**config.mk**
```make
export PLATFORM = sky130hd
export DESIGN_NAME = jtlc_tx_link_flat
export DESIGN_NICKNAME = d
export VERILOG_FILES = /design/src/shared/jtlc_pkg.sv /design/src/shared/jtlc_link_if.sv /design/src/core/jtlc_tx_link.sv /design/src/flat_wrapper.sv
export SDC_FILE = /design/constraint.sdc
export NUM_CORES = 1
export LEC_CHECK = 0
export ABC_AREA = 1
export BUFFER_PORTS_ARGS = -buffer_cell sky130_fd_sc_hd__buf_2
export CORE_UTILIZATION = 54
export DETAILED_ROUTE_END_ITERATION = 6
export PLACE_DENSITY = 0.77
export SETUP_SLACK_MARGIN = 0.02
export SYNTH_ARGS = -nofsm -noshare
export SYNTH_HDL_FRONTEND = slang
export SYNTH_SLANG_ARGS = --single-unit
```
**constraint.sdc**
```tcl
create_clock -name ref_clk -period 2.86 [get_ports ref_clk]
set_clock_uncertainty 0.1 [all_clocks]
set_input_delay 0.429 -clock ref_clk [delete_from_list [all_inputs] [get_ports ref_clk]]
set_output_delay 0.429 -clock ref_clk [all_outputs]
set_load 0.1 [all_outputs]
```
**src/shared/jtlc_pkg.sv**
```systemverilog
package jtlc_pkg;

	localparam int ADDR_W     = 12;
	localparam int DATA_W     = 8;
	localparam int LANES      = 8;
	localparam int SAMPLE_W   = 12;
	localparam int FIFO_DEPTH = 8;

	// Register map
	localparam logic [11:0] ADDR_ENABLE  = 12'h200;
	localparam logic [11:0] ADDR_MODE    = 12'h201;
	localparam logic [11:0] ADDR_SYNC_SW = 12'h203;
	localparam logic [11:0] ADDR_CTRL    = 12'h204;
	localparam logic [11:0] ADDR_TEST    = 12'h205;
	localparam logic [11:0] ADDR_STATUS  = 12'h208;
	localparam logic [11:0] ADDR_TS_RX   = 12'h20a;

	// Reset values
	localparam logic [7:0] RST_ENABLE  = 8'h01;
	localparam logic [7:0] RST_MODE    = 8'h00;
	localparam logic [7:0] RST_SYNC_SW = 8'h01;
	localparam logic [7:0] RST_CTRL    = 8'h03;
	localparam logic [7:0] RST_TEST    = 8'h00;
	localparam logic [7:0] RST_TS_RX   = 8'h00;

	// Writable field masks; everything else is reserved and reads zero
	localparam logic [7:0] MASK_ENABLE  = 8'h01;
	localparam logic [7:0] MASK_MODE    = 8'h3f;
	localparam logic [7:0] MASK_SYNC_SW = 8'h01;
	localparam logic [7:0] MASK_CTRL    = 8'h1f;
	localparam logic [7:0] MASK_TEST    = 8'h1f;
	localparam logic [7:0] MASK_TS_RX   = 8'h01;

	// Field positions
	localparam int CTRL_SCR_BIT   = 0;
	localparam int CTRL_FMT_BIT   = 1;
	localparam int CTRL_SYNC_LSB  = 2;
	localparam int CTRL_UPPER_BIT = 4;
	localparam int MODE_64B_BIT   = 5;
	localparam int STAT_SYNC_BIT  = 5;
	localparam int STAT_UP_BIT    = 6;

	// Sync source codes
	localparam logic [1:0] SYNC_SEL_SE = 2'h0;
	localparam logic [1:0] SYNC_SEL_TS = 2'h1;
	localparam logic [1:0] SYNC_SEL_SW = 2'h2;

	// Test-select codes
	localparam logic [4:0] TP_OFF    = 5'h00;
	localparam logic [4:0] TP_PRBS7  = 5'h01;
	localparam logic [4:0] TP_PRBS15 = 5'h02;
	localparam logic [4:0] TP_PRBS23 = 5'h03;
	localparam logic [4:0] TP_RAMP   = 5'h04;
	localparam logic [4:0] TP_TRANS  = 5'h05;
	localparam logic [4:0] TP_D21_5  = 5'h06;
	localparam logic [4:0] TP_K28_5  = 5'h07;
	localparam logic [4:0] TP_ILA    = 5'h08;
	localparam logic [4:0] TP_RPAT   = 5'h09;
	localparam logic [4:0] TP_LOW    = 5'h0a;
	localparam logic [4:0] TP_HIGH   = 5'h0b;
	localparam logic [4:0] TP_RSVD   = 5'h0c;
	localparam logic [4:0] TP_PRBS9  = 5'h0d;
	localparam logic [4:0] TP_PRBS31 = 5'h0e;
	localparam logic [4:0] TP_CLOCK  = 5'h0f;
	localparam logic [4:0] TP_K28_7  = 5'h10;

	// Characters
	localparam logic [7:0] CH_K28_0 = 8'h1c;
	localparam logic [7:0] CH_K28_3 = 8'h7c;
	localparam logic [7:0] CH_K28_5 = 8'hbc;
	localparam logic [7:0] CH_K28_7 = 8'hfc;
	localparam logic [7:0] CH_D21_5 = 8'hb5;
	localparam logic [15:0] CLOCK_WORD = 16'h00ff;
	localparam logic [7:0] RPAT_LAST = 8'h0b;

endpackage

```
**src/shared/jtlc_link_if.sv**
```systemverilog
`timescale 1ns/1ns
`default_nettype none
interface jtlc_link_if;
	logic        reg_wr;
	logic        reg_rd;
	logic [11:0] reg_addr;
	logic [7:0]  reg_wdata;
	logic [7:0]  reg_rdata;
	logic        single_ended_sync_pin;
	logic        differential_timestamp_pins;
	logic [63:0] lane_data;
	logic [7:0]  lane_k;
	logic [7:0]  lane_on;
	logic        lane_hold_low;
	logic        lane_hold_high;

	modport dev (
		input  reg_wr, reg_rd, reg_addr, reg_wdata,
		input  single_ended_sync_pin, differential_timestamp_pins,
		output reg_rdata, lane_data, lane_k, lane_on, lane_hold_low, lane_hold_high
	);
	modport host (
		output reg_wr, reg_rd, reg_addr, reg_wdata,
		output single_ended_sync_pin, differential_timestamp_pins,
		input  reg_rdata, lane_data, lane_k, lane_on, lane_hold_low, lane_hold_high
	);
endinterface
`default_nettype wire

```
**src/core/jtlc_tx_link.sv**
```systemverilog
`timescale 1ns/1ns
`default_nettype none
module jtlc_fifo #(
	parameter int W = 12,
	parameter int D = 8
) (
	input  wire logic         ref_clk,
	input  wire logic         rst_n,
	input  wire logic         in_valid,
	input  wire logic [W-1:0] in_data,
	output logic              in_ready,
	output logic              out_valid,
	output logic [W-1:0]      out_data,
	input  wire logic         out_ready
);
	localparam int PW = $clog2(D);
	localparam int CW = $clog2(D + 1);
	typedef struct packed {
		logic [D-1:0][W-1:0] mem;
		logic [PW-1:0]       wp;
		logic [PW-1:0]       rp;
		logic [CW-1:0]       cnt;
	} jtlc_fifo_t;
	jtlc_fifo_t q, n;
	logic push, pop;

	assign in_ready  = q.cnt != CW'(D);
	assign out_valid = q.cnt != '0;
	assign out_data  = q.mem[q.rp];
	assign push      = in_valid && in_ready;
	assign pop       = out_valid && out_ready;

	always_comb begin
		n = q;
		if (push) begin
			n.mem[q.wp] = in_data;
			n.wp = (q.wp == PW'(D - 1)) ? '0 : q.wp + 1'b1;
		end
		if (pop)
			n.rp = (q.rp == PW'(D - 1)) ? '0 : q.rp + 1'b1;
		if (push && !pop)
			n.cnt = q.cnt + 1'b1;
		else if (pop && !push)
			n.cnt = q.cnt - 1'b1;
	end

	always_ff @(posedge ref_clk) begin
		if (!rst_n) begin
			q.wp  <= '0;
			q.rp  <= '0;
			q.cnt <= '0;
			q.mem <= '0;
		end else begin
			q <= n;
		end
	end
endmodule

// Behaviour
// - Normal mapping uses lanes zero to L-1
// - Upper option uses lanes four to 4+L-1
// - Host uses upper option only with L<=4
// - Sync source: pin, timestamp pins, software
// - Timestamp source needs timestamp receiver enabled
// - Format bit: offset binary or two's complement
// - 8B/10B scrambling follows scramble-enable bit
// - 64B/66B always scrambles, bit ignored
// - Host should keep 8B/10B scrambling on; host writes cfg_scramble as given
// - Host changes control only while link disabled
// - Host writes reserved bits as zero
// - Test select zero means normal data
// - Codes 7,8,9,16: K28.5, ILA, RPAT, K28.7
// - Codes 10,11 hold outputs low, high
// - Code 15 sends clock word 0x00FF
// - Host uses 8B/10B-only patterns in 8B/10B
// - Disabled link: reset, lanes off, counters held at zero
// - Software sync bit low requests synchronisation
// - Output mode sets lane count and encoding
module jtlc_tx_link
	import jtlc_pkg::*;
(
	input  wire logic                          ref_clk,
	input  wire logic                          rst_n,
	jtlc_link_if.dev                           link,
	input  wire logic                          sample_valid,
	input  wire logic [jtlc_pkg::SAMPLE_W-1:0] sample_data,
	output logic                               sample_ready,
	output logic                               link_up
);
	import jtlc_pkg::*;

	typedef enum logic [1:0] {S_OFF, S_CGS, S_DATA} jtlc_dev_state_t;
	typedef struct packed {
		logic [7:0]      enable;
		logic [7:0]      mode;
		logic [7:0]      sync_sw;
		logic [7:0]      ctrl;
		logic [7:0]      test;
		logic [7:0]      ts_rx;
		logic [2:0]      se_sync;
		logic [2:0]      ts_sync;
		logic            se_lvl;
		logic            ts_lvl;
		jtlc_dev_state_t st;
		logic [30:0]     prbs;
		logic [14:0]     scramble_enable;
		logic [7:0]      cnt;
		logic [4:0]      mf;
		logic [7:0]      rdata;
		logic [63:0]     ldata;
		logic [7:0]      lk;
		logic [7:0]      lon;
		logic            hold_lo;
		logic            hold_hi;
	} jtlc_dev_t;

	jtlc_dev_t q, n;
	logic                fifo_valid;
	logic [SAMPLE_W-1:0] fifo_data;
	logic                fifo_ready;
	logic [3:0]          lane_cnt;
	logic [3:0]          lane_base;
	logic [LANES-1:0]    lane_act;
	logic                en;
	logic                mode64;
	logic                sync_n;
	logic [1:0]          sync_sel;
	logic [4:0]          tsel;

	function automatic logic [30:0] prbs_step(input logic [30:0] s, input logic [4:0] t);
		logic fb;
		fb = 1'b0;
		for (int b = 0; b < 16; b++) begin
			case (t)
				TP_PRBS7:  fb = s[6] ^ s[5];
				TP_PRBS9:  fb = s[8] ^ s[4];
				TP_PRBS15: fb = s[14] ^ s[13];
				TP_PRBS23: fb = s[22] ^ s[17];
				default:   fb = s[30] ^ s[27];
			endcase
			s = {s[29:0], fb};
		end
		return s;
	endfunction

	// Self-synchronising 1+x^14+x^15, msb first
	function automatic logic [30:0] scramble(input logic [14:0] s, input logic [15:0] d);
		logic o;
		o = 1'b0;
		for (int b = 15; b >= 0; b--) begin
			o = d[b] ^ s[14] ^ s[13];
			s = {s[13:0], o};
			d[b] = o;
		end
		return {s, d};
	endfunction

	function automatic logic [7:0] rpat(input logic [7:0] i);
		case (i[3:0])
			4'h0: return 8'hbe;
			4'h1: return 8'hd7;
			4'h2: return 8'h23;
			4'h3: return 8'h47;
			4'h4: return 8'h6b;
			4'h5: return 8'h8f;
			4'h6: return 8'hb3;
			4'h7: return 8'h14;
			4'h8: return 8'h5e;
			4'h9: return 8'hfb;
			4'ha: return 8'h35;
			default: return 8'h59;
		endcase
	endfunction

	jtlc_fifo #(.W(SAMPLE_W), .D(FIFO_DEPTH)) u_fifo (
		.ref_clk   (ref_clk),
		.rst_n     (rst_n),
		.in_valid  (sample_valid),
		.in_data   (sample_data),
		.in_ready  (sample_ready),
		.out_valid (fifo_valid),
		.out_data  (fifo_data),
		.out_ready (fifo_ready)
	);

	assign en       = q.enable[0];
	assign mode64   = q.mode[MODE_64B_BIT];
	assign lane_cnt = 4'h1 << q.mode[1:0];
	assign lane_base = q.ctrl[CTRL_UPPER_BIT] ? 4'h4 : 4'h0;
	assign sync_sel = q.ctrl[CTRL_SYNC_LSB +: 2];
	assign tsel     = q.test[4:0];
	// Samples wait in the FIFO while no normal data is sent
	assign fifo_ready = en && (q.st == S_DATA) && (tsel == TP_OFF);

	generate
		for (genvar i = 0; i < LANES; i++) begin : g_lane
			assign lane_act[i] = en && (4'(i) >= lane_base)
				&& (4'(i) < lane_base + lane_cnt);
		end
	endgenerate

	always_comb begin
		case (sync_sel)
			SYNC_SEL_SE: sync_n = q.se_lvl;
			SYNC_SEL_TS: sync_n = q.ts_lvl;
			default:     sync_n = 1'b1;
		endcase
		sync_n = sync_n & q.sync_sw[0];
	end

	always_comb begin
		logic [15:0] w;
		logic        k;
		logic [30:0] sr;
		w  = 16'h0000;
		k  = 1'b0;
		sr = 31'h0;
		n = q;
		if (link.reg_wr) begin
			if (link.reg_addr == ADDR_ENABLE)
				n.enable = link.reg_wdata & MASK_ENABLE;
			else if (link.reg_addr == ADDR_MODE)
				n.mode = link.reg_wdata & MASK_MODE;
			else if (link.reg_addr == ADDR_SYNC_SW)
				n.sync_sw = link.reg_wdata & MASK_SYNC_SW;
			else if (link.reg_addr == ADDR_CTRL)
				n.ctrl = link.reg_wdata & MASK_CTRL;
			else if (link.reg_addr == ADDR_TEST)
				n.test = link.reg_wdata & MASK_TEST;
			else if (link.reg_addr == ADDR_TS_RX)
				n.ts_rx = link.reg_wdata & MASK_TS_RX;
		end
		n.rdata = 8'h00;
		if (link.reg_rd) begin
			if (link.reg_addr == ADDR_ENABLE)
				n.rdata = q.enable;
			else if (link.reg_addr == ADDR_MODE)
				n.rdata = q.mode;
			else if (link.reg_addr == ADDR_SYNC_SW)
				n.rdata = q.sync_sw;
			else if (link.reg_addr == ADDR_CTRL)
				n.rdata = q.ctrl;
			else if (link.reg_addr == ADDR_TEST)
				n.rdata = q.test;
			else if (link.reg_addr == ADDR_TS_RX)
				n.rdata = q.ts_rx;
			else if (link.reg_addr == ADDR_STATUS) begin
				n.rdata[STAT_SYNC_BIT] = sync_n;
				n.rdata[STAT_UP_BIT]   = link_up;
			end
		end
		// Timestamp input is not received unless its receiver is on
		n.se_sync = {q.se_sync[1:0], link.single_ended_sync_pin};
		n.ts_sync = {q.ts_sync[1:0], link.differential_timestamp_pins | ~q.ts_rx[0]};
		if (q.se_sync[1] == q.se_sync[2])
			n.se_lvl = q.se_sync[2];
		if (q.ts_sync[1] == q.ts_sync[2])
			n.ts_lvl = q.ts_sync[2];

		n.hold_lo = 1'b0;
		n.hold_hi = 1'b0;
		n.cnt = q.cnt + 8'h01;
		case (q.st)
			S_OFF:   n.st = en ? S_CGS : S_OFF;
			default: n.st = sync_n ? S_DATA : S_CGS;
		endcase
		if (tsel == TP_PRBS7 || tsel == TP_PRBS15 || tsel == TP_PRBS23
			|| tsel == TP_PRBS9 || tsel == TP_PRBS31)
			n.prbs = prbs_step(q.prbs, tsel);
		else
			n.prbs = '1;
		case (tsel)
			TP_OFF: begin
				if (q.st == S_CGS) begin
					w = {CH_K28_5, CH_K28_5};
					k = 1'b1;
				end else if (fifo_valid && fifo_ready) begin
					w = {4'h0, q.ctrl[CTRL_FMT_BIT] ? fifo_data
						: {~fifo_data[SAMPLE_W-1], fifo_data[SAMPLE_W-2:0]}};
					if (mode64 || q.ctrl[CTRL_SCR_BIT]) begin
						sr = scramble(q.scramble_enable, w);
						n.scramble_enable = sr[30:16];
						w = sr[15:0];
					end
				end
			end
			TP_PRBS7, TP_PRBS15, TP_PRBS23, TP_PRBS9, TP_PRBS31:
				w = q.prbs[15:0];
			TP_RAMP: begin
				w = {q.cnt + 8'h01, q.cnt};
				n.cnt = q.cnt + 8'h02;
			end
			TP_TRANS: w = {~q.cnt, q.cnt};
			TP_D21_5: w = {CH_D21_5, CH_D21_5};
			TP_K28_5: begin
				w = {CH_K28_5, CH_K28_5};
				k = 1'b1;
			end
			TP_ILA: begin
				k = (q.cnt[1:0] == 2'h0) || (q.cnt[1:0] == 2'h3);
				w = (q.cnt[1:0] == 2'h0) ? {CH_K28_0, CH_K28_0}
					: (q.cnt[1:0] == 2'h3) ? {CH_K28_3, CH_K28_3} : {q.cnt, q.cnt};
			end
			TP_RPAT: begin
				w = {rpat(q.cnt), rpat(q.cnt)};
				n.cnt = (q.cnt >= RPAT_LAST) ? 8'h00 : q.cnt + 8'h01;
			end
			TP_LOW:   n.hold_lo = 1'b1;
			TP_HIGH:  n.hold_hi = 1'b1;
			TP_CLOCK: w = CLOCK_WORD;
			TP_K28_7: begin
				w = {CH_K28_7, CH_K28_7};
				k = 1'b1;
			end
			default: w = 16'h0000;
		endcase
		n.mf = q.mf + 5'h01;
		n.lon = lane_act;
		for (int i = 0; i < LANES; i++) begin
			n.ldata[i*8 +: 8] = lane_act[i] ? (i[0] ? w[15:8] : w[7:0]) : 8'h00;
			n.lk[i] = lane_act[i] & k;
		end
		if (!en) begin
			n.st = S_OFF;
			n.mf = 5'h00;
			n.cnt = 8'h00;
			n.scramble_enable = '1;
			n.prbs = '1;
			n.ldata = '0;
			n.lk = '0;
			n.lon = '0;
			n.hold_lo = 1'b0;
			n.hold_hi = 1'b0;
		end
	end

	always_ff @(posedge ref_clk) begin
		if (!rst_n) begin
			q <= '0;
			q.enable  <= RST_ENABLE;
			q.mode    <= RST_MODE;
			q.sync_sw <= RST_SYNC_SW;
			q.ctrl    <= RST_CTRL;
			q.test    <= RST_TEST;
			q.ts_rx   <= RST_TS_RX;
			q.se_sync <= '1;
			q.ts_sync <= '1;
			q.se_lvl  <= 1'b1;
			q.ts_lvl  <= 1'b1;
			q.st      <= S_OFF;
			q.prbs    <= '1;
			q.scramble_enable     <= '1;
		end else begin
			q <= n;
		end
	end

	assign link_up             = en && (q.st == S_DATA);
	assign link.reg_rdata      = q.rdata;
	assign link.lane_data      = q.ldata;
	assign link.lane_k         = q.lk;
	assign link.lane_on        = q.lon;
	assign link.lane_hold_low  = q.hold_lo;
	assign link.lane_hold_high = q.hold_hi;
endmodule
`default_nettype wire

```
**src/flat_wrapper.sv**
```systemverilog
// flat-port wrapper written by rule: the top's interface ports become plain ports
module jtlc_tx_link_flat import jtlc_pkg::*;
  (ref_clk, rst_n, sample_valid, sample_data, sample_ready, link_up, link_reg_wr, link_reg_rd, link_reg_addr, link_reg_wdata, link_single_ended_sync_pin, link_differential_timestamp_pins, link_reg_rdata, link_lane_data, link_lane_k, link_lane_on, link_lane_hold_low, link_lane_hold_high);
  jtlc_link_if link_i ();
  input  wire logic ref_clk;
  input  wire logic rst_n;
  input  wire logic sample_valid;
  input  wire logic [jtlc_pkg::SAMPLE_W-1:0] sample_data;
  output logic sample_ready;
  output logic link_up;
  input wire logic [$bits(link_i.reg_wr)-1:0] link_reg_wr;
  input wire logic [$bits(link_i.reg_rd)-1:0] link_reg_rd;
  input wire logic [$bits(link_i.reg_addr)-1:0] link_reg_addr;
  input wire logic [$bits(link_i.reg_wdata)-1:0] link_reg_wdata;
  input wire logic [$bits(link_i.single_ended_sync_pin)-1:0] link_single_ended_sync_pin;
  input wire logic [$bits(link_i.differential_timestamp_pins)-1:0] link_differential_timestamp_pins;
  output wire logic [$bits(link_i.reg_rdata)-1:0] link_reg_rdata;
  output wire logic [$bits(link_i.lane_data)-1:0] link_lane_data;
  output wire logic [$bits(link_i.lane_k)-1:0] link_lane_k;
  output wire logic [$bits(link_i.lane_on)-1:0] link_lane_on;
  output wire logic [$bits(link_i.lane_hold_low)-1:0] link_lane_hold_low;
  output wire logic [$bits(link_i.lane_hold_high)-1:0] link_lane_hold_high;
  assign link_i.reg_wr = link_reg_wr;
  assign link_i.reg_rd = link_reg_rd;
  assign link_i.reg_addr = link_reg_addr;
  assign link_i.reg_wdata = link_reg_wdata;
  assign link_i.single_ended_sync_pin = link_single_ended_sync_pin;
  assign link_i.differential_timestamp_pins = link_differential_timestamp_pins;
  assign link_reg_rdata = link_i.reg_rdata;
  assign link_lane_data = link_i.lane_data;
  assign link_lane_k = link_i.lane_k;
  assign link_lane_on = link_i.lane_on;
  assign link_lane_hold_low = link_i.lane_hold_low;
  assign link_lane_hold_high = link_i.lane_hold_high;
  jtlc_tx_link u_core (.ref_clk(ref_clk), .rst_n(rst_n), .link(link_i), .sample_valid(sample_valid), .sample_data(sample_data), .sample_ready(sample_ready), .link_up(link_up));
endmodule
```
# Yosys cells after proc, flatten, opt, wreduce, memory -nomap -nowiden

Memory sizes are Yosys's and may differ from the RTL's. A register that Yosys moved wholly into a read port is not among the register bits.
Cells that the tools add are included.
Widths: inputs -> output; s select.

Register bits after elaboration: 278
Latch bits: 0
Memory bits (writable): 0
Memory bits (read-only): 256
Output and inout port bits: 92
Logic and storage cells: 348
Memories kept: 2

Memories:

| name             | depth | bits a word | rd ports | clocked after memory_dff | write ports | line                | RTL |
|---|---|---|---|---|---|---|---|
| (name not given) | 16    | 8           | 1        | 1                        | 0           | jtlc_tx_link.sv:159 | `case (i[3:0])` |
| (name not given) | 16    | 8           | 1        | 1                        | 0           | jtlc_tx_link.sv:159 |  |

Add/subtract/negate cells: 7
Multiply operators: 0
Div/mod/pow operators: 0
$lt $le $gt $ge: 20
Equal/unequal tests: 31
Shift-type cells: 1
Mux-type cells: 63
Bitwise logic cells: 123
Reduce and logical (&&, ||, !) cells: 60

Operators by type and width:

| operator             | number |
|---|---|
| $pmux 16 s10         | 1 |
| $xor 1x1->1          | 100 |
| $bwmux 96            | 1 |
| $eq 12x10->1 const B | 7 |
| $mux 16              | 5 |
| $pmux 1 s4           | 16 |
| $bmux 12 s3          | 1 |
| $demux 12 s3         | 1 |
| $mux 12              | 3 |
| $eq 5x4->1 const B   | 7 |
| $reduce_and 3->1     | 10 |
| $mux 6               | 4 |
| $logic_and 1x1->1    | 23 |
| $eq 5x3->1 const B   | 4 |
| $mux 1               | 19 |
| $ge 3x4->1 const A   | 4 |
| $lt 3x4->1 const A   | 4 |
| $mux 4               | 4 |
| $pmux 8 s2           | 1 |
| $not 1->1            | 12 |
| $eq 5x2->1 const B   | 2 |
| $and 1x1->1          | 9 |
| $mux 3               | 3 |
| $add 8x1->8 const B  | 1 |
| other kinds (41)     | 63 |

# Longest topological paths before layout

Gate-level depths: netlist of run 1.

Depth in word-level cells: 14
Gate-level depth with buffers: 19
Gate-level depth less buffers: 18

# Modules after synthesis

From an unflattened synthesis of run 1, not the netlist that was laid out.

Cells, all modules: 2181
Area, all modules: 14986.9 µm²

Modules (own cells, without submodules):

| module       | instances | cells an instance | area an instance (µm²) |
|---|---|---|---|
| jtlc_tx_link | 1         | 1203              | 9126.3 |
| jtlc_fifo    | 1         | 978               | 5860.6 |

# Worst setup path before layout of run 1

Ideal clock, no wire load.

Kind: reg-to-reg
From: reg u_core.u_fifo.q[0] (netlist bit)
To: reg u_core.u_fifo.q[3] (netlist bit)
Setup time: 0.119 ns
Data arrival time: 3.170 ns
Required time: 2.641 ns
Path slack: -0.530 ns
Cell stages (with the launch flop): 15
Cell sequence: dfxtp_1 -> nor2_1 -> nand3_1 -> nand2_1 -> inv_1 -> ha_1 -> inv_1 -> ha_1 -> and3_1 -> a211oi_1 -> nor2_1 -> nor2_1 -> nand2_1 -> o21ai_0 -> a21oi_1

Longest elaborated chain between the ends: 5
Elaborated cells between the ends (all ways): 13
Those cells by class: add/sub (2); eq/ne (1); mux (2); reduce/logical (8)

Ends and longest elaborated chain:

| element                     | line               | RTL |
|---|---|---|
| start: declaration          | jtlc_tx_link.sv:24 | `jtlc_fifo_t q, n;` |
| start signal: assignment    | jtlc_tx_link.sv:54 | `q <= n;` |
| $ne 4x4->1 (*)              | jtlc_tx_link.sv:27 | `assign in_ready = q.cnt != CW'(D);` |
| via sample_ready            | flat_wrapper.sv:9  | `output logic sample_ready;` |
| $logic_and 1x1->1 (*)       | jtlc_tx_link.sv:30 | `assign push = in_valid && in_ready;` |
| via u_core.u_fifo.push      | jtlc_tx_link.sv:25 | `logic push, pop;` |
| $logic_not 1->1             | jtlc_tx_link.sv:43 | `else if (pop && !push)` |
| $logic_and 1x1->1           | jtlc_tx_link.sv:43 |  |
| $reduce_bool 2->1 (no line) | n/a                |  |

Mark *: on every way through the listed nets, which the timed path passes. The rest lies on a longest branch. The select of a mux whose other input is x is not followed.
A chain may end at the register's enable or synchronous reset.

# Worst setup path after layout of run 1

From: reg u_core.u_fifo.q[4] (netlist bit)
To: reg u_core.q, in the netlist u_core.link.lane_data[20]

Longest elaborated chain between the ends: 9

Ends and longest elaborated chain:

| element                           | line                | RTL |
|---|---|---|
| $bmux 12 s3 (*)                   | jtlc_tx_link.sv:29  | `assign out_data = q.mem[q.rp];` |
| $mux 12 (not written as such) (*) | jtlc_tx_link.sv:29  |  |
| $mux 12 (*)                       | jtlc_tx_link.sv:278 | `w = {4'h0, q.ctrl[CTRL_FMT_BIT] ? fifo_data` |
| $xor 1x1->1 (2 in series)         | jtlc_tx_link.sv:151 | `o = d[b] ^ s[14] ^ s[13];` |
| $mux 16 (*)                       | jtlc_tx_link.sv:280 | `if (mode64 \|\| q.ctrl[CTRL_SCR_BIT]) begin` |
| $mux 16 (*)                       | jtlc_tx_link.sv:277 | `end else if (fifo_valid && fifo_ready) begin` |
| $mux 16 (*)                       | jtlc_tx_link.sv:274 | `if (q.st == S_CGS) begin` |
| $pmux 16 s10 (*)                  | jtlc_tx_link.sv:272 | `case (tsel)` |
| end signal: assignment            | jtlc_tx_link.sv:354 | `q <= n;` |
| end: declaration                  | jtlc_tx_link.sv:117 | `jtlc_dev_t q, n;` |

Mark *: on every way between the ends. The rest lies on a longest branch, timed or not. The select of a mux whose other input is x is not followed.

==> results of run 1 <==
Yosys cell counts (5+ instances only):
library cell and n:
dfxtp_1 284, nor2_4 6, nand2_1 239, clkbuf_1 56
inv_1 227, nand3_2 6, or2_2 12, a211oi_1 19
inv_2 8, nor2_1 168, a21oi_1 206, o21ai_1 5
o211ai_1 11, buf_2 11, nand3_1 71, buf_4 89
ha_1 20, xnor2_1 15, o221ai_1 6, nand2_2 10
o21ai_0 196, nand4_1 12, xor2_1 44, nor2_2 7
a31oi_1 10, o22ai_1 7, nor3_1 10
state kept, by name, summed over array words and instances, names as in the netlist, named ones only:
| name | flops |
|---|---|
| u_core.u_fifo.q | 106 |
| u_core.q | 77 |
| u_core.link.lane_data | 64 |
| u_core.link.lane_k | 7 |
| u_core.link.lane_on | 7 |
| u_core.link.reg_rdata | 7 |
| u_core.n | 4 |
| u_core.en | 1 |
| u_core.link.lane_hold_high | 1 |
| u_core.link.lane_hold_low | 1 |
| u_core.mode64 | 1 |
area by class of cell:
cell class              count  area [um2]  area share
inverters                 239         903      0.0588
clock buffers              41         841      0.0548
repair buffers            199        1190      0.0777
multi-input cells        1135        6110       0.398
clock inverters            11         216      0.0141
flip-flops and latches    284        5690       0.370
well taps                 324         405      0.0264
cell usage in the layout (no fill, tap or decap), types with 4 or more instances in the layout:
| cell type | instances |
|---|---|
| nor3_1 | 10 |
| o22ai_1 | 7 |
| nand2_1 | 239 |
| o211ai_1 | 11 |
| inv_2 | 8 |
| a31oi_1 | 10 |
| xor2_1 | 44 |
| nor2_2 | 7 |
| buf_2 | 127 |
| nand3_1 | 68 |
| nand4_1 | 12 |
| o21ai_0 | 196 |
| clkbuf_1 | 5 |
| nand2_2 | 10 |
| bufinv_16 | 6 |
| nor3b_1 | 4 |
| a221oi_1 | 4 |
| o221ai_1 | 6 |
| xnor2_1 | 15 |
| nand3_2 | 7 |
| clkinvlp_4 | 4 |
| nand3_4 | 4 |
| a21oi_1 | 206 |
| inv_1 | 226 |
| clkbuf_8 | 7 |
| o21ai_1 | 5 |
| ha_1 | 20 |
| or2_2 | 12 |
| nor2_1 | 166 |
| clkbuf_16 | 29 |
| buf_4 | 69 |
| dfxtp_1 | 284 |
| a211oi_1 | 18 |
| nor2_4 | 8 |
routing by layer:
metal / up-vias / wire length [um] / track usage
met5: - / 0 / 0
met4: 0 / 1090 / 0.0965
met3: 68 / 3020 / 0.0460
met2: 495 / 17300 / 0.476
met1: 5535 / 17100 / 0.409
li1: 6002 / - / -
logic make-up after synthesis:
kind of cell,Yosys count,synth area share
and+or+nand+nor,557,0.181
AOI/OAI and AO/OA,497,0.206
buffers and inverters,399,0.137
DFF,284,0.418
adders and majority gates,21,0.0199
xor gates and xnor gates,59,0.0380
other,1,0.000276
path summary, 6_finish.rpt:
check / startpoint / to / slack (ns) / cells after the start
worst min register to register: u_core.n[157] / u_core.n[158] / 0.31 / 1
worst max-delay path: u_core.u_fifo.q[4] / u_core.link.lane_data[20] / 0.12 / 11
worst max register to register: u_core.u_fifo.q[4] / u_core.link.lane_data[20] / 0.12 / 11
worst min-delay path: link_reg_rd / u_core.link.reg_rdata[6] / 0.07 / 3
worst max-delay path, stage by stage, from the launching register on:
cell	delay (ns)
dfxtp_1	0.31
inv_1	0.39
buf_4	0.26
a21oi_1	0.07
o21ai_0	0.08
nand3_1	0.08
nand2_1	0.18
xor2_1	0.12
o21ai_0	0.36
nor3b_1	0.42
buf_4	0.22
nor2_1	0.04
power by group through the flow:
stage | clock network, mW | registers, mW | logic, mW
CTS | 4.20 | 4.37 | 2.06
finish | 4.14 | 4.38 | 2.10
global route | 4.35 | 4.41 | 2.30
global placement | 0 | 4.45 | 2.00
floorplan | 0 | 4.42 | 1.47
detailed placement | 0 | 4.46 | 2.05
metrics by stage:
| step | instance area (um2) | utilization | instances |
|---|---|---|---|
| detailed placement | 14200 | 0.580 | 2177 |
| finish | 15400 | 0.626 | 2233 |
| global route | 15400 | 0.626 | 2233 |
| CTS | 15300 | 0.624 | 2231 |
| floorplan | 13700 | - | 1818 |
| global placement | 14200 | 0.580 | 2177 |
repair_timing:
| action | in CTS | in global routing |
|---|---|---|
| hold buffers | 2 | 0 |
| buffers inserted | 0 | 2 |
| hold endpoints to repair | 2 | 0 |
| resized for setup | 0 | 5 |
| endpoints found under the setup margin | 0 | 5 |
==> results.ini, run 1 <==
[outcome]
status = finished, final reports clean

[clock_tree]
cts_buffers = 29
clk_latency_ns = 0.55
cts_sinks = 284
cts_tree = built
clk_pin_slew_ns = 0.06
clockBufferDepth = 3
root_buffer = clkbuf_16
cts_max_level = 1

[yosys]
syn_area_mm2 = 0.0136
yosysTopAreaCellShare = 0.418
ys_ff_latch = 284
syn_nets = 1878
async_flop_share = 0
yosysSeqAreaShare = 0.418
yosys.cell_types.count = 62
postSynthCellCount = 1818
syn_avg_cell_area_um2 = 7.48
yosysWarnings = 0
yosys.area.top_type = dfxtp_1
synth_area_leaders = dfxtp_1 42%, a21oi_1 7.6%, o21ai_0 7.2%
ys.flop_type = dfxtp_1
synth_edf_count = 0

[power]
pwr-share-seq = 0.412
p_switching_mw = 3.15
share_comb_of_total_power = 0.197
finalPower_mw = 10.6
ir_drop_mv = 0.576
powerDensity_mw_per_mm2 = 691
switching_share = 0.297
p_clk_frac = 0.390
leakagePower_nw = 6.63
p_int_mw = 7.46

[cells_and_area]
nNetsFinal = 1948
diodes = 0
area_delta_synth_final_pct = 12.9
fill_cells = 2163
layout-drive-gt1-share = 0.166

[placement]
dpl.hpwl_um = 28400
dp_slack_ns = 0.150
place.gp.congestion = 0.985
portBuffers = 127

[grt]
grt_usage = 0.297
antenna_found_initial = 0
grt_max_degree = 100
grt_pass1_wl_um = 61000
grt_overflow_total = 0
grt_pass1_vias = 11121

[critical_path]
worstPathArrival_ns = 3.06
cp-start-kind = flip-flop
cp_max_fo = 18
critical_path_class = reg2reg
crit_path_end_kind = flip-flop
timing.critical_path.required_ns = 3.18

[sta]
min_period_ns = 2.74
grt_setup_unrepaired = yes
maxSlewViolCount = 0
max_slew.worst_pin.slew_ns = 0.821
setup_tns_ns = 0
fin_crit_sh = 0.958
fmax_mhz = 365
setup_ws_ns = 0.121
relSlewSlack = 0.453
setup_viol = 0
hold_viol = 0
whs_ns = 0.0701

[die]
start_util = 0.554
ioPinCount = 131
die_x_um = 161
dieArea_mm2 = 0.0258
coreArea_mm2 = 0.0245
die_h_um = 161
num_rows = 57

[job]
cap_violations = 0

[routing]
viasPerCell = 5.42
routed_wl_um = 38600
firstDrtPassIters = 7
num_vias = 12100
drt_iter0_drc = 1098
wl_per_cell_um = 17.3
detail-route-antenna-nets = 0
drc = 0

[hold_path]
min_path_type = in2reg

No activity file was read; power rests on OpenSTA's default activity.
==> run 2: changes to the inputs <==
--- a/config.mk
+++ b/config.mk
@@ -9,7 +9,7 @@
 export BUFFER_PORTS_ARGS = -buffer_cell sky130_fd_sc_hd__buf_2
 export CORE_UTILIZATION = 54
 export DETAILED_ROUTE_END_ITERATION = 6
-export PLACE_DENSITY = 0.77
+export PLACE_DENSITY = 0.83
 export SETUP_SLACK_MARGIN = 0.02
 export SYNTH_ARGS = -nofsm -noshare
 export SYNTH_HDL_FRONTEND = slang
==> run 2 against run 1 <==
- the flow now finishes with violations (design-rule violations)
- die area unchanged
- clock-buffer cell count stayed put
- worst setup slack improved by 0.074 ns
- via count is 1.4% higher
- final cell count shrank 0.54%
- critical path type unchanged
- largest power group unchanged
==> results.ini, run 2 (synthesis gave the netlist of run 1 again) <==
[die]
num_rows = 57  ; unchanged
dieArea_mm2 = 0.0258  ; unchanged
die_x_um = 161  ; unchanged
ioPinCount = 131  ; unchanged
start_util = 0.554  ; unchanged
die_h_um = 161  ; unchanged
coreArea_mm2 = 0.0245  ; unchanged

[sta]
maxSlewViolCount = 0  ; unchanged
fmax_mhz = 375  ; +2.8%
setup_viol = 0  ; unchanged
relSlewSlack = 0.399  ; -0.0540
min_period_ns = 2.67  ; -0.0735 ns
grt_setup_unrepaired = no
fin_crit_sh = 0.932  ; -0.0257
max_slew.worst_pin.slew_ns = 0.902  ; +0.0810 ns
setup_ws_ns = 0.195  ; +0.0735 ns
hold_viol = 0  ; unchanged

[critical_path]
reg2reg_depth = 13  ; +2
worstPathArrival_ns = 3.00  ; -0.06 ns
cp-start-kind = flip-flop
cp_max_fo = 7  ; -11
crit_start = u_core.q[171]
crit_path_end_kind = flip-flop
timing.critical_path.required_ns = 3.20  ; +0.02 ns
r2r_slack_ns = 0.19  ; +0.07 ns
critical_path_class = reg2reg
rr_startpoint = u_core.q[171]

[cells_and_area]
largest_register_ffs = 106  ; unchanged
fin_util = 0.617  ; -0.00938
layout_common_cells = 284 x dfxtp_1, 239 x nand2_1, 226 x inv_1
diodes = 0  ; unchanged
area_delta_synth_final_pct = 11.2
largest_register = u_core.u_fifo.q
fill_cells = 2118  ; -2.1%
final_common_cell = dfxtp_1
nNetsFinal = 1935  ; -0.67%
layout-drive-gt1-share = 0.159  ; -0.00686

[clock_tree]
root_buffer = clkbuf_16
cts_sinks = 284  ; unchanged
clockBufferDepth = 3  ; unchanged
cts_max_level = 1  ; unchanged
cts_buffers = 29  ; unchanged
cts_tree = built
clk_latency_ns = 0.58  ; +0.03 ns
clk_pin_slew_ns = 0.07  ; about the same

[placement]
portBuffers = 127  ; unchanged
dpl.hpwl_um = 26700  ; -5.7%
place.gp.congestion = 1.01  ; +2.5%
dp_slack_ns = -0.0869  ; -0.237 ns

[routing]
drc = 2  ; +2
viasPerCell = 5.53  ; +2.0%
firstDrtPassIters = 7  ; unchanged
drt_iter0_drc = 1110  ; +1.1%
num_vias = 12274  ; +1.4%
routed_wl_um = 37000  ; -4.1%
detail-route-antenna-nets = 0  ; unchanged
wl_per_cell_um = 16.7  ; -3.6%

[power]
ir_drop_mv = 0.569  ; -1.3%
leakagePower_nw = 6.52  ; -1.7%
powerDensity_mw_per_mm2 = 671  ; -3.0%

[hold_path]
min_path_type = in2reg

[grt]
grt_overflow_total = 0  ; unchanged
grt_usage = 0.285  ; -0.0122
grt_pass1_wl_um = 59700  ; -2.2%
grt_max_degree = 109  ; +9.0%
grt_pass1_vias = 11393  ; +2.4%
antenna_found_initial = 2  ; +2

[job]
cap_violations = 0  ; unchanged

[outcome]
violations = design-rule violations
status = finished, violations left

## run 2: cell count changes in the layout (fill, tap and decap cells not counted), moves of 2 or more
cell,before,now
buf_4,69,56
clkbuf_8,7,3
inv_6,0,2
clkinv_4,1,3
clkbuf_1,5,9
bufinv_16,6,1
## run 2: layout make-up
cell class,count,area (um2),share of cell area
clock inverter,12,126,0.00835
multi-input combinational,1135,6110,0.404
inverter,239,903,0.0597
sequential,284,5690,0.376
clock buffer,41,801,0.0529
timing repair buffer,186,1100,0.0725
tap,324,405,0.0268
## run 2: power by group
group	switching [mW]	internal [mW]	leakage, nW	total [mW]
Sequential	0.169	4.22	2.30	4.38
Combinational	1.39	0.675	3.77	2.06
Clock	1.63	2.07	0.443	3.70
## run 2: timing repair
item	4_1_cts	5_1_grt
hold endpoints to repair	2	0
endpoints found under the setup margin	0	4
hold buffers	2	0
buffers inserted	0	2
gates resized for setup	0	5
## run 2: critical path, stage by stage (launching register included)
cell and delay [ns]:
dfxtp_1 0.46, inv_2 0.13, nand3_1 0.23, nor2_1 0.14, inv_1 0.19, o21ai_2 0.09
buf_4 0.16, o22ai_1 0.18, inv_1 0.12, nor2_2 0.18, inv_1 0.15, ha_1 0.25
nor2_1 0.11, nor2_1 0.06
## run 2: metrics by stage
stage	hold WS (ns)	total power, mW	TNS (ns)	cells	instance area, um2
final	0.0368	10.1	0	2221	15100
after global routing	0.0393	10.6	0	2221	15100
after CTS	0.0191	10.2	0	2219	15100
after detailed placement	0.298	6.48	-0.406	2164	14100
after global placement	0.299	6.41	-0.190	2164	14100
after floorplan	0.293	5.89	0	1818	13700
## run 2: worst min path at each step
| stage | slack [ns] | cells past startpoint | start | to |
|---|---|---|---|---|
| final | 0.04 | 3 | link_reg_wdata[1] | u_core.q[176] |
| after global routing | 0.04 | 3 | link_reg_wdata[5] | u_core.mode64 |
| after CTS | 0.02 | 3 | link_reg_wdata[1] | u_core.q[176] |
| after detailed placement | 0.30 | 1 | u_core.n[154] | u_core.n[155] |
| after global placement | 0.30 | 1 | u_core.n[157] | u_core.n[158] |
| after floorplan | 0.29 | 1 | u_core.n[154] | u_core.n[155] |
## run 2: layer usage
metal  wire, um  global-route usage  vias up
li1           -                   -     5980
met1      15300               0.365     5598
met2      17300               0.483      589
met3       3060              0.0478      103
met4       1290               0.102        4
met5         27                   0        -
==> run 3: changes to the inputs <==
--- a/config.mk
+++ b/config.mk
@@ -5,7 +5,6 @@
 export SDC_FILE = /design/constraint.sdc
 export NUM_CORES = 1
 export LEC_CHECK = 0
-export ABC_AREA = 1
 export BUFFER_PORTS_ARGS = -buffer_cell sky130_fd_sc_hd__buf_2
 export CORE_UTILIZATION = 54
 export DETAILED_ROUTE_END_ITERATION = 6
==> run 3 against run 2 <==
- the run still ends with design-rule violations left
- via count fell by 13%
- synthesized cell count fell by 17%
- sequential cell count did not move
- worst setup slack got worse by 0.058 ns
- cell area rose by 3.5%
- first-iteration DRC count fell by 22%
- routed wire length fell by 6.7%
- die area rose by 0.65%
- area after synthesis rose by 0.66%
- power fell by 2.3%
- sequential power fell by 3%
- sequential share of layout area fell by 1.2 points
- largest power group unchanged
==> results.ini, run 3 <==
[power]
share_comb_of_total_power = 0.148  ; -0.055
finalPower_mw = 9.91  ; -2.3%
p_int_mw = 7.23  ; +3.9%
leakagePower_nw = 6.43  ; -1.5%
powerDensity_mw_per_mm2 = 633  ; -5.6%
ir_drop_mv = 0.436  ; -23%
switching_share = 0.271  ; -0.0436
p_clk_frac = 0.423  ; +0.058
p_switching_mw = 2.68  ; -16%
pwr-share-seq = 0.429  ; -0.003

[cells_and_area]
largest_register = u_core.u_fifo.q
nNetsFinal = 1631  ; -16%
design_area_mm2 = 0.0157  ; +3.5%
instances_no_fill = 1919  ; -14%
largest_register_ffs = 106  ; unchanged
layout_common_cells = 280 x dfxtp_1, 160 x nand2_1, 141 x nor2_1
fill_cells = 2020  ; -4.6%
fin_util = 0.636  ; +0.0196
layout-drive-gt1-share = 0.221  ; +0.0620
final_common_cell = dfxtp_1
area_delta_synth_final_pct = 14.3
diodes = 0  ; unchanged

[sta]
grt_setup_unrepaired = yes
setup_ws_ns = 0.137  ; -0.0575 ns
min_period_ns = 2.72  ; +0.0575 ns
whs_ns = 0.0522  ; +0.0155 ns
setup_tns_ns = 0  ; unchanged
setup_viol = 0  ; unchanged
fin_crit_sh = 0.952  ; +0.0201
max_slew.worst_pin.slew_ns = 1.04  ; +0.137 ns
hold_viol = 0  ; unchanged
maxSlewViolCount = 0  ; unchanged
relSlewSlack = 0.307  ; -0.0911
fmax_mhz = 367  ; -2.1%

[routing]
num_vias = 10653  ; -13%
drc = 1  ; -1
routed_wl_um = 34500  ; -6.7%
detail-route-antenna-nets = 0  ; unchanged
drt_iter0_drc = 864  ; -22%
viasPerCell = 5.55  ; +0.45%
firstDrtPassIters = 7  ; unchanged
wl_per_cell_um = 18.0  ; +8.0%

[yosys]
yosys.cell_types.count = 71  ; +15%
yosysSeqAreaShare = 0.415  ; -0.00275
synth.most_common_cell = dfxtp_1
yosysWarnings = 0  ; unchanged
synth_xor_area_frac = 0.0774  ; +0.0394
yosys.area.top_type = dfxtp_1
syn_nets = 1564  ; -17%
ys_ff_latch = 284  ; unchanged
synthMuxAreaShare = 0.109  ; +0.109
postSynthCellCount = 1504  ; -17%
synth_area_leaders = dfxtp_1 42%, mux2i_1 6.6%, xnor2_1 5.5%
yosysTopAreaCellShare = 0.415  ; -0.00275
synthTopCellsByCount = 284 x dfxtp_1, 162 x nand2_1, 143 x nor2_1
synth-compound-area-share = 0.112  ; -0.0940
synthAdderAreaFrac = 0.0197  ; -0.000131
syn_avg_cell_area_um2 = 9.10  ; +22%
synth_edf_count = 0  ; unchanged
synth_top_family_by_area = simple AND/OR/NAND/NOR gates
syn_area_mm2 = 0.0137  ; +0.66%
ys.flop_type = dfxtp_1
synth-simple-area-share = 0.180  ; -0.00101
async_flop_share = 0  ; unchanged

[critical_path]
crit_path_end_kind = flip-flop
timing.critical_path.required_ns = 3.20  ; about the same
critPathSlowestCell = a211o_1
crit_top_cell = buf_4
worstPathArrival_ns = 3.07  ; +0.07 ns
cp_slowest_stage_delay_ns = 0.39  ; -0.07 ns
crit_chain = buf_4 -> nand3b_1 -> a211o_1 -> buf_4 -> a222oi_1 -> nand3_1 -> xor2_1 -> a221o_1
cp-start-kind = flip-flop
cp_max_fo = 20  ; +13
cp.buffers_inverters = 2  ; -3
critical_path_class = reg2reg
crit_family = compound AO/OA/AOI/OAI gates

[placement]
place.gp.congestion = 1.00  ; -0.84%
dpl.hpwl_um = 24400  ; -8.7%
dpl.cell_count = 1854  ; -14%
portBuffers = 127  ; unchanged
post_dp_cell_area_mm2 = 0.0144  ; +2.0%
dp_slack_ns = 0.0488  ; +0.136 ns

[die]
num_rows = 57  ; unchanged
coreArea_mm2 = 0.0246  ; +0.29%
ioPinCount = 131  ; unchanged
die_x_um = 161  ; +0.33%
die_h_um = 161  ; +0.33%
start_util = 0.557  ; +0.00205
dieArea_mm2 = 0.0260  ; +0.65%

[clock_tree]
cts_buffers = 30  ; +3.4%
clockBufferDepth = 3  ; unchanged
clk_pin_slew_ns = 0.06  ; about the same
cts_max_level = 1  ; unchanged
cts_sinks = 284  ; unchanged
cts_tree = built
root_buffer = clkbuf_16
clk_latency_ns = 0.56  ; -0.02 ns

[grt]
grt_usage = 0.263  ; -0.0220
antenna_found_initial = 1  ; -1
grt_max_degree = 135  ; +24%
grt_overflow_total = 0  ; unchanged
grt_pass1_vias = 10344  ; -9.2%
grt_pass1_wl_um = 54500  ; -8.6%

[outcome]
violations = design-rule violations
status = finished, violations left

[hold_path]
min_path_type = in2reg

[job]
cap_violations = 0  ; unchanged

-- run 3: changes by cell type after synthesis, sizes merged, moves of 47 or more --
cell,delta
nand3,-56
nor2b,+79
mux2i,+90
o21ai,-160
nand2,-88
inv,-215
xnor2,+71
a21oi,-170
a21boi,+47
-- run 3: per-layer routing --
metal	part of all wire	global-route usage	up-vias
met3	0.069	0.0401	93
met5	0.00029	0	-
li1	-	-	5126
met1	0.43	0.343	5024
met2	0.47	0.444	408
met4	0.031	0.0870	2
-- run 3: kinds of logic after synthesis --
| kind of cell | Yosys count |
|---|---|
| AO/OA/AOI/OAI | 220 |
| XOR/XNOR | 121 |
| adder cells (fa/ha/maj) | 21 |
| buffers and inverters | 220 |
| flip-flops | 284 |
| multiplexers | 119 |
| other | 1 |
| AND/OR/NAND/NOR | 518 |
-- run 3: what timing repair did --
item | 4_1_cts | 5_1_grt
hold buffers | 2 | 0
endpoints found under the hold margin | 2 | 0
resized for setup | 0 | 17
setup buffers | 0 | 7
setup endpoints to repair | 0 | 9
-- run 3: power by group through the flow --
stage	registers (mW)	clock network, mW	logic, mW
6_report	4.25	4.20	1.47
5_1_grt	4.27	4.41	1.61
2_1_floorplan	4.29	0	1.12
4_1_cts	4.24	4.25	1.45
3_5_place_dp	4.33	0	1.44
3_3_place_gp	4.32	0	1.40
-- run 3: final timing paths --
path         slack (ns)  cells past startpoint                       end     startpoint
max                0.14                      8             u_core.q[118]  u_core.q[170]
min                0.05                      3  u_core.link.reg_rdata[6]    link_reg_rd
max reg2reg        0.14                      8             u_core.q[118]  u_core.q[170]
min reg2reg        0.30                      1             u_core.n[158]  u_core.n[157]
-- run 3: final cells by class --
class | instances | area [um2] | share of cell area
clock inverters | 24 | 328 | 0.0209
inverters | 22 | 82.6 | 0.00528
multi-input cells | 1000 | 6930 | 0.443
well taps | 324 | 405 | 0.0259
flip-flops and latches | 284 | 5690 | 0.364
repair buffers | 233 | 1450 | 0.0926
clock buffers | 32 | 768 | 0.0491
-- run 3: tightest hold or removal path, stage by stage --
cell and delay (ns):
buf_2 0.10, nand2_1 0.08, nor4_1 0.05
